## src/lsims_pkg.sv

```systemverilog
// Purpose: Shared constants and carrier types for the line-side rail mode select block.
// Assumes: The master clock of the channel logic is ref_clk_i.
// Notes: Every figure used by the design files is named here once.
package lsims_pkg;

   // Number of channels on the transceiver.
   localparam int unsigned LSIMS_NUM_CH = 8;

   // Consecutive high samples of the select pin that must be exceeded.
   localparam int unsigned LSIMS_SEL_RUN = 16;

   // Width of the run counter; it saturates one above the threshold.
   localparam int unsigned LSIMS_RUN_W = 5;

   // Depth of the transmit buffer per channel, in words.
   localparam int unsigned LSIMS_FIFO_DEPTH = 8;

   // Reset values of the mode and of the rail outputs.
   localparam logic LSIMS_MODE_RST = 1'h0;
   localparam logic LSIMS_RAIL_RST = 1'h0;

   // Signals delivered by the receive decoder of one channel, same clock domain.
   typedef struct packed {
      logic clk;   // Recovered receive clock.
      logic pos;   // Positive rail pulse.
      logic neg;   // Negative rail pulse.
      logic data;  // Decoded single-rail data.
      logic rx_violation_flag_out;   // Bipolar violation detected.
   } lsims_rx_type;

   // One transmit sample handed to the line encoder.
   typedef struct packed {
      logic unipolar;  // Mode in force when the sample was taken.
      logic pos;       // Positive rail, or single data in unipolar mode.
      logic neg;       // Negative rail; zero in unipolar mode.
   } lsims_tx_word_type;

   localparam int unsigned LSIMS_TX_W = $bits(lsims_tx_word_type);

endpackage

```

## src/lsims_fifo.sv

```systemverilog
// Purpose: Small synchronous FIFO with valid and ready on both sides.
// Assumes: One clock, synchronous active-high reset.
// Notes: DEPTH must be a power of two; storage is flip-flops.
`timescale 1ns/10ps
module lsims_fifo
   import lsims_pkg::*;
#(
   parameter int unsigned WIDTH = LSIMS_TX_W,
   parameter int unsigned DEPTH = LSIMS_FIFO_DEPTH
)
(
   input wire logic ref_clk_i,
   input wire logic srst_i,
   input wire logic [WIDTH-1:0] in_data_i,
   input wire logic in_valid_i,
   output logic in_ready_o,
   output logic [WIDTH-1:0] out_data_o,
   output logic out_valid_o,
   input wire logic out_ready_i
);

   localparam int unsigned AW = (DEPTH > 1) ? $clog2(DEPTH) : 1;

   // Pointers carry one extra bit so that full and empty differ honestly.
   generate
      if (DEPTH < 2 || (DEPTH & (DEPTH - 1)) != 0)
      begin : g_bad_depth
         $error("lsims_fifo: DEPTH must be a power of two of at least 2.");
      end
   endgenerate

   logic [WIDTH-1:0] mem_ff [DEPTH];
   logic [AW:0] wr_ptr_ff;
   logic [AW:0] rd_ptr_ff;
   logic [AW:0] nxt_wr_ptr;
   logic [AW:0] nxt_rd_ptr;
   wire full_w = (wr_ptr_ff[AW] != rd_ptr_ff[AW]) && (wr_ptr_ff[AW-1:0] == rd_ptr_ff[AW-1:0]);
   wire empty_w = (wr_ptr_ff == rd_ptr_ff);
   wire push_w = in_valid_i && !full_w;
   wire pop_w = out_ready_i && !empty_w;

   // Handshake outputs are combinational; the head word is read by index.
   assign in_ready_o = !full_w;
   assign out_valid_o = !empty_w;
   assign out_data_o = mem_ff[rd_ptr_ff[AW-1:0]];
   assign nxt_wr_ptr = push_w ? wr_ptr_ff + 1'h1 : wr_ptr_ff;
   assign nxt_rd_ptr = pop_w ? rd_ptr_ff + 1'h1 : rd_ptr_ff;

   // Pointer registers.
   always_ff @(posedge ref_clk_i)
   begin
      if (srst_i)
      begin
         wr_ptr_ff <= '0;
         rd_ptr_ff <= '0;
      end
      else
      begin
         wr_ptr_ff <= nxt_wr_ptr;
         rd_ptr_ff <= nxt_rd_ptr;
      end
   end

   // Storage needs no reset; only words behind the write pointer are ever read.
   always_ff @(posedge ref_clk_i)
   begin
      if (push_w)
      begin
         mem_ff[wr_ptr_ff[AW-1:0]] <= in_data_i;
      end
   end

endmodule // lsims_fifo

```

## src/lsims_top.sv

```systemverilog
// Purpose: Per-channel choice between dual-rail and single-rail framer signalling.
// Assumes: ref_clk_i is the master clock; framer pins are asynchronous to it.
// Notes: The transmit negative-rail pin doubles as the mode select input.
//
// How it works
// - One mode per channel governs both its receive and its transmit pins.
// - Select pin low puts the channel in dual-rail mode; framer drives it low.
// - Single-rail mode only after more than 16 consecutive high samples.
// - Negative transmit rail and mode select share one pin; framer keeps it high.
// - In single-rail mode the negative receive pin reports bipolar violations.
`timescale 1ns/10ps
module lsims_top
   import lsims_pkg::*;
#(
   parameter int unsigned NUM_CH = LSIMS_NUM_CH,
   parameter int unsigned SEL_RUN = LSIMS_SEL_RUN,
   parameter int unsigned FIFO_DEPTH = LSIMS_FIFO_DEPTH
)
(
   input wire logic ref_clk_i,
   input wire logic srst_i,
   input wire logic [NUM_CH-1:0] tx_neg_rail_in_i,
   input wire logic [NUM_CH-1:0] tx_pos_rail_in_i,
   input wire logic [NUM_CH-1:0] tx_clock_in_i,
   input wire lsims_rx_type [NUM_CH-1:0] rx_core_i,
   output logic [NUM_CH-1:0] rx_pos_rail_out_o,
   output logic [NUM_CH-1:0] rx_neg_rail_out_o,
   output logic [NUM_CH-1:0] rx_clock_out_o,
   output logic [NUM_CH-1:0] unipolar_o,
   output lsims_tx_word_type [NUM_CH-1:0] tx_word_o,
   output logic [NUM_CH-1:0] tx_valid_o,
   input wire logic [NUM_CH-1:0] tx_ready_i,
   output logic [NUM_CH-1:0] tx_accept_o
);

   // The run counter must reach one above the threshold without wrapping.
   generate
      if (NUM_CH < 1 || SEL_RUN < 1 || SEL_RUN + 1 >= (1 << LSIMS_RUN_W))
      begin : g_bad_param
         $error("lsims_top: NUM_CH and SEL_RUN must fit the channel logic.");
      end
   endgenerate

   localparam logic [LSIMS_RUN_W-1:0] RUN_LIMIT = LSIMS_RUN_W'(SEL_RUN + 1);

   // Two-stage synchronisers for every framer pin; stage one feeds stage two only.
   logic [NUM_CH-1:0] neg_meta_ff;
   logic [NUM_CH-1:0] neg_sync_ff;
   logic [NUM_CH-1:0] pos_meta_ff;
   logic [NUM_CH-1:0] pos_sync_ff;
   logic [NUM_CH-1:0] tx_clock_in_meta_ff;
   logic [NUM_CH-1:0] tx_clock_in_sync_ff;
   logic [NUM_CH-1:0] tx_clock_in_prev_ff;

   // Select and negative-rail pin; its second stage feeds both the mode filter and data.
   always_ff @(posedge ref_clk_i)
   begin
      if (srst_i)
      begin
         neg_meta_ff <= '0;
         neg_sync_ff <= '0;
      end
      else
      begin
         neg_meta_ff <= tx_neg_rail_in_i;
         neg_sync_ff <= neg_meta_ff;
      end
   end

   // Positive-rail pin, delayed exactly like the negative rail so a word stays aligned.
   always_ff @(posedge ref_clk_i)
   begin
      if (srst_i)
      begin
         pos_meta_ff <= '0;
         pos_sync_ff <= '0;
      end
      else
      begin
         pos_meta_ff <= tx_pos_rail_in_i;
         pos_sync_ff <= pos_meta_ff;
      end
   end

   // Transmit clock pin; sharing the data's delay keeps its edge in the middle of a bit.
   always_ff @(posedge ref_clk_i)
   begin
      if (srst_i)
      begin
         tx_clock_in_meta_ff <= '0;
         tx_clock_in_sync_ff <= '0;
      end
      else
      begin
         tx_clock_in_meta_ff <= tx_clock_in_i;
         tx_clock_in_sync_ff <= tx_clock_in_meta_ff;
      end
   end

   // Previous transmit clock level, used to find its rising edges.
   always_ff @(posedge ref_clk_i)
   begin
      if (srst_i)
      begin
         tx_clock_in_prev_ff <= '0;
      end
      else
      begin
         tx_clock_in_prev_ff <= tx_clock_in_sync_ff;
      end
   end

   // Rising edge of each transmit clock; data and clock share the same sync delay.
   wire [NUM_CH-1:0] tx_clock_in_rise_w = tx_clock_in_sync_ff & ~tx_clock_in_prev_ff;

   // Receive outputs and mode are registered so the pins never glitch on a switch.
   logic [NUM_CH-1:0] unipolar_ff;
   logic [NUM_CH-1:0] rx_pos_ff;
   logic [NUM_CH-1:0] rx_neg_ff;
   logic [NUM_CH-1:0] rx_clk_ff;
   logic [NUM_CH-1:0] nxt_unipolar;
   logic [NUM_CH-1:0] nxt_rx_pos;
   logic [NUM_CH-1:0] nxt_rx_neg;
   logic [NUM_CH-1:0] fifo_in_ready;
   lsims_tx_word_type [NUM_CH-1:0] sample_word;

   genvar ch;
   generate
      for (ch = 0; ch < NUM_CH; ch++)
      begin : g_ch
         logic [LSIMS_RUN_W-1:0] run_ff;
         logic [LSIMS_RUN_W-1:0] nxt_run;

         // The run counter clears on any low sample and saturates at the limit.
         assign nxt_run = !neg_sync_ff[ch] ? '0 :
                          (run_ff == RUN_LIMIT) ? run_ff :
                          LSIMS_RUN_W'(run_ff + 1'h1);

         always_ff @(posedge ref_clk_i)
         begin
            if (srst_i)
            begin
               run_ff <= '0;
            end
            else
            begin
               run_ff <= nxt_run;
            end
         end

         // The mode falls back the cycle a low is seen and rises only past the threshold.
         // A framer that holds the pin high in dual-rail use will flip the mode; the
         // pin is shared, so that cost is the framer's to avoid.
         assign nxt_unipolar[ch] = (nxt_run == RUN_LIMIT);

         // Receive pin selection: one mode bit steers both directions of the channel.
         assign nxt_rx_pos[ch] = unipolar_ff[ch] ? rx_core_i[ch].data
                                                 : rx_core_i[ch].pos;
         assign nxt_rx_neg[ch] = unipolar_ff[ch] ? rx_core_i[ch].rx_violation_flag_out
                                                 : rx_core_i[ch].neg;

         // Transmit sample: in single-rail mode the shared pin is a select, not data.
         assign sample_word[ch].unipolar = unipolar_ff[ch];
         assign sample_word[ch].pos = pos_sync_ff[ch];
         assign sample_word[ch].neg = neg_sync_ff[ch] & ~unipolar_ff[ch];

         // Each channel buffers transmit samples until the line encoder takes them.
         // A sample that meets a full buffer is dropped; tx_accept_o low shows it.
         lsims_fifo #(
            .WIDTH(LSIMS_TX_W),
            .DEPTH(FIFO_DEPTH)
         ) u_tx_fifo (
            .ref_clk_i(ref_clk_i),
            .srst_i(srst_i),
            .in_data_i(sample_word[ch]),
            .in_valid_i(tx_clock_in_rise_w[ch]),
            .in_ready_o(fifo_in_ready[ch]),
            .out_data_o(tx_word_o[ch]),
            .out_valid_o(tx_valid_o[ch]),
            .out_ready_i(tx_ready_i[ch])
         );
      end
   endgenerate

   // Receive clock passes through in both modes, delayed like the data.
   wire [NUM_CH-1:0] rx_core_clk_w;
   generate
      for (ch = 0; ch < NUM_CH; ch++)
      begin : g_rclk
         assign rx_core_clk_w[ch] = rx_core_i[ch].clk;
      end
   endgenerate

   // Mode register; it resets to dual-rail so no channel starts on a stale select.
   always_ff @(posedge ref_clk_i)
   begin
      if (srst_i)
      begin
         unipolar_ff <= {NUM_CH{LSIMS_MODE_RST}};
      end
      else
      begin
         unipolar_ff <= nxt_unipolar;
      end
   end

   // Receive output registers; one flop stage keeps the pins clean across a mode switch.
   always_ff @(posedge ref_clk_i)
   begin
      if (srst_i)
      begin
         rx_pos_ff <= {NUM_CH{LSIMS_RAIL_RST}};
         rx_neg_ff <= {NUM_CH{LSIMS_RAIL_RST}};
         rx_clk_ff <= {NUM_CH{LSIMS_RAIL_RST}};
      end
      else
      begin
         rx_pos_ff <= nxt_rx_pos;
         rx_neg_ff <= nxt_rx_neg;
         rx_clk_ff <= rx_core_clk_w;
      end
   end

   // Output drive.
   assign unipolar_o = unipolar_ff;
   assign rx_pos_rail_out_o = rx_pos_ff;
   assign rx_neg_rail_out_o = rx_neg_ff;
   assign rx_clock_out_o = rx_clk_ff;
   assign tx_accept_o = fifo_in_ready;

endmodule // lsims_top

```

## config.mk

```make
export PLATFORM = sky130hd
export DESIGN_NAME = lsims_top
export DESIGN_NICKNAME = d
export VERILOG_FILES = /design/src/lsims_pkg.sv /design/src/lsims_fifo.sv /design/src/lsims_top.sv
export SDC_FILE = /design/constraint.sdc
export NUM_CORES = 1
export LEC_CHECK = 0
export BUFFER_PORTS_ARGS = -buffer_cell sky130_fd_sc_hd__buf_2
export CAP_MARGIN = 30
export CORE_UTILIZATION = 52
export CTS_CLUSTER_SIZE = 12
export DETAILED_ROUTE_END_ITERATION = 8
export PLACE_DENSITY = 0.81
export SKIP_LAST_GASP = 1
export SYNTH_ARGS = -nofsm -noshare
export SYNTH_HDL_FRONTEND = slang
export SYNTH_SLANG_ARGS = --single-unit
```

## constraint.sdc

```tcl
create_clock -name ref_clk_i -period 3.7 [get_ports ref_clk_i]
set_input_delay 0 -clock ref_clk_i [delete_from_list [all_inputs] [get_ports ref_clk_i]]
set_output_delay 0 -clock ref_clk_i [all_outputs]
set_load 0.01 [all_outputs]
```

==> results_dict.tcl <==
set metrics [dict create \
    seqCellArea_um2 10100 \
    diodes 0 \
    fillerInstances 2242 \
    drv_slew 0 \
    grtUsageTotal_pct 18.8 \
    p_clk_share_pct 41.1 \
    clock_sinks 408 \
    switching_share_pct 21.9 \
    async_flop_share_pct 0 \
    design.core.area_um2 31600 \
    syn_nets 1393 \
    fin_setup_tns_ns 0 \
    initial_core_util_pct 53.0 \
    drtIter0Drc 426 \
    grt_pass1_vias 10476 \
    hold_viol 0 \
    power.internal_uw 7490 \
    overflow 0 \
    cts_buffers 43 \
    syn_area_per_cell_um2 13.0 \
    worstMarginPinSlew_ns 0.770 \
    ant_nets 0 \
    synthCells 1287 \
    htreeDepth 2 \
    drt_wl_total_um 31100 \
    ir_drop_mv 0.372 \
    grt_pass1_wl_um 50500 \
    p_per_area_nw_per_um2 484 \
    cp_max_fo 12 \
    nets 1600 \
    pwr-share-seq_pct 51.3 \
    min_period_ns 2.22 \
    maxSlewHeadroom_pct 48.6 \
    fmax_mhz 450 \
    cts_tree "built" \
    antenna_found_initial 0 \
    fp.dieH_um 182 \
    fin_ws_ns 1.48 \
    cp.required_ns 4.10 \
    status "finished clean" \
    worst-setup-path-type "reg2reg" \
    vias_per_cell 5.34 \
    ios 146 \
    post-cts-setup-buffer-count 0 \
    drcViolationCount 0 \
    leakagePower_uw 0.00740 \
    worstPathArrival_ns 2.63 \
    skew_ns 0.00955 \
    clk_path_buf_depth 3 \
    path_clk_slew_ns 0.06 \
    ys_types 56 \
    rsz0062_at_grt "false" \
    finalSetupViolCount 0 \
    synth-edff-count 192 \
    crit_path_start_kind "flop" \
    drt-pass1-iter-count 5 \
    drive_above_1_share_pct 20.7 \
    syn_area_um2 16800 \
    root_buffer "clkbuf_16" \
    die_w_um 182 \
    worstSkewPairLatency_ns 0.52 \
    num_rows 65 \
    io_buffers 145 \
    ys_seq_area_share_pct 60.1 \
    via_count 10298 \
    cap_viol_max_count 0 \
    die_area_um2 33000 \
    end_kind "flop" \
    p_sw_uw 2090 \
    dp_hpwl_um 20700 \
    pre_cts_ws_ns 1.53 \
    comb_power_share_pct 7.6 \
    synth_warnings 0 \
    multi_input_area_um2 6180 \
    grt_max_degree 96 \
    gp_congestion 0.819 \
    syn_to_final_growth_pct 17.9 \
    fin_crit_sh_pct 60.1 \
    drt-wirelength-per-cell_um 16.1 \
    hold_class "in2reg" \
    ys_ff_latch 408 \
    yosys_most_used_dff "dfxtp_1" \
]
[layout by cell type, fill, tap and decap left out, drive strengths merged, types with 21 or more instances in the layout]
cell	count
buf	147
clkbuf	66
nand3	25
nand2b	46
o21ai	21
xor2	63
xnor2	27
mux2i	34
ha	32
a21oi	38
edfxtp	192
nor2	134
nand2	53
nor2b	79
mux2	28
dfxtp	216
inv	29
nor3	25
mux4	48
dlygate4sd3	85
[kinds of logic (layout without fill, tap and decap cells)]
| family | count (synthesis) | after routing | synth area share, % |
|---|---|---|---|
| compound gates | 108 | 108 | 4.97 |
| xor+xnor | 90 | 90 | 5.28 |
| fa+ha+maj | 32 | 32 | 2.39 |
| buf+inv | 96 | 337 | 3.02 |
| flops | 408 | 408 | 60.1 |
| mux | 110 | 110 | 10.4 |
| simple gates | 443 | 443 | 13.8 |
[cell type report]
type / instances / area share (%)
sequential: 408 / 51.0
multi-input combinational: 783 / 31.2
timing repair buffer: 232 / 8.14
clock buffer: 66 / 6.05
tap: 402 / 2.54
clock inverter: 13 / 0.519
inverter: 26 / 0.493
[registers in the layout (all words and copies together), names as in the netlist, named ones only]
signal / flops
tx_clock_in_sync_ff: 8
tx_clock_in_prev_ff: 8
g_ch.u_tx_fifo.mem_ff: 192
unipolar_o: 8
g_ch.u_tx_fifo.wr_ptr_ff: 32
g_ch.u_tx_fifo.rd_ptr_ff: 32
pos_meta_ff: 8
rx_clock_out_o: 8
neg_meta_ff: 8
g_ch.run_ff: 40
tx_clock_in_meta_ff: 8
neg_sync_ff: 8
rx_neg_rail_out_o: 8
pos_sync_ff: 8
rx_pos_rail_out_o: 8
[routing by layer]
| layer | vias to the layer above | share of wire [%] | track usage [%] |
|---|---|---|---|
| met5 | - | 0 | 0 |
| met3 | 53 | 4.3 | 3.29 |
| li1 | 5011 | - | - |
| met4 | 0 | 2.3 | 5.83 |
| met2 | 219 | 51 | 33.7 |
| met1 | 5015 | 43 | 22.9 |
[power by group through the flow]
| stage | Sequential (uW) | Combinational (uW) | Clock [uW] |
|---|---|---|---|
| final | 4910 | 728 | 3940 |
| after floorplan | 4950 | 539 | 0 |
| after global placement | 5000 | 631 | 0 |
| after global routing | 4930 | 786 | 4200 |
| after detailed placement | 5010 | 649 | 0 |
| after CTS | 4920 | 723 | 4030 |
[metrics by stage]
stage | total power, uW | hold WS, ns | std cells | instance area [um2] | utilization (%)
floorplan | 5490 | 0.128 | 1287 | 16800 | -
global placement | 5640 | 0.210 | 1766 | 17600 | 55.7
detailed placement | 5660 | 0.214 | 1766 | 17600 | 55.7
CTS | 9670 | 0.193 | 1930 | 19800 | 62.5
global route | 9920 | 0.229 | 1930 | 19800 | 62.5
finish | 9580 | 0.220 | 1930 | 19800 | 62.5
[worst max-delay path, stage by stage, from the launching register on]
cell	delay, ns
dfxtp_1	0.63
mux2i_1	0.26
dlygate4sd3_1	0.57
nor2_1	0.04
dlygate4sd3_1	0.60
[what timing repair did]
action | 4_1_cts | 5_1_grt
setup endpoints to repair | 0 | 0
hold buffers | 85 | 0
resized for setup | 0 | 0
endpoints found under the hold margin | 111 | 0
[cell usage after synthesis (all sizes together) (5+ instances only)]
master	number	area [um2]
nor2	134	503
o41a	6	70.1
nand3b	9	67.6
nor3b	9	67.6
o41ai	7	170
nor3	25	135
nand4	14	87.6
mux4	48	1080
a21oi	38	190
nand2	53	199
or3	15	98.8
nor2b	79	494
clkbuf	24	90.1
o21ai	21	105
nor4	10	62.6
buf	46	319
a31o	8	70.1
nand3	25	125
a211o	8	70.1
a31oi	7	43.8
xnor2	27	259
mux2	28	315
mux2i	34	340
edfxtp	192	5770
ha	32	400
xor2	63	627
nand2b	46	288
inv	26	97.6
and3	5	31.3
dfxtp	216	4320
and3b	6	52.6
[path summary, 6_finish.rpt]
kind	to	slack, ns	cells after the start	from
worst max-delay path	rx_pos_rail_out_o[7]$_SDFF_PP0_	1.48	4	unipolar_o[7]$_SDFF_PP0_
worst min-delay path	pos_meta_ff[3]$_SDFF_PP0_	0.22	3	tx_pos_rail_in_i[3]
worst max register to register	rx_pos_rail_out_o[7]$_SDFF_PP0_	1.48	4	unipolar_o[7]$_SDFF_PP0_
worst min register to register	neg_sync_ff[7]$_SDFF_PP0_	0.43	1	neg_meta_ff[7]$_SDFF_PP0_
Note: power is estimated with default switching activity, not from simulation.
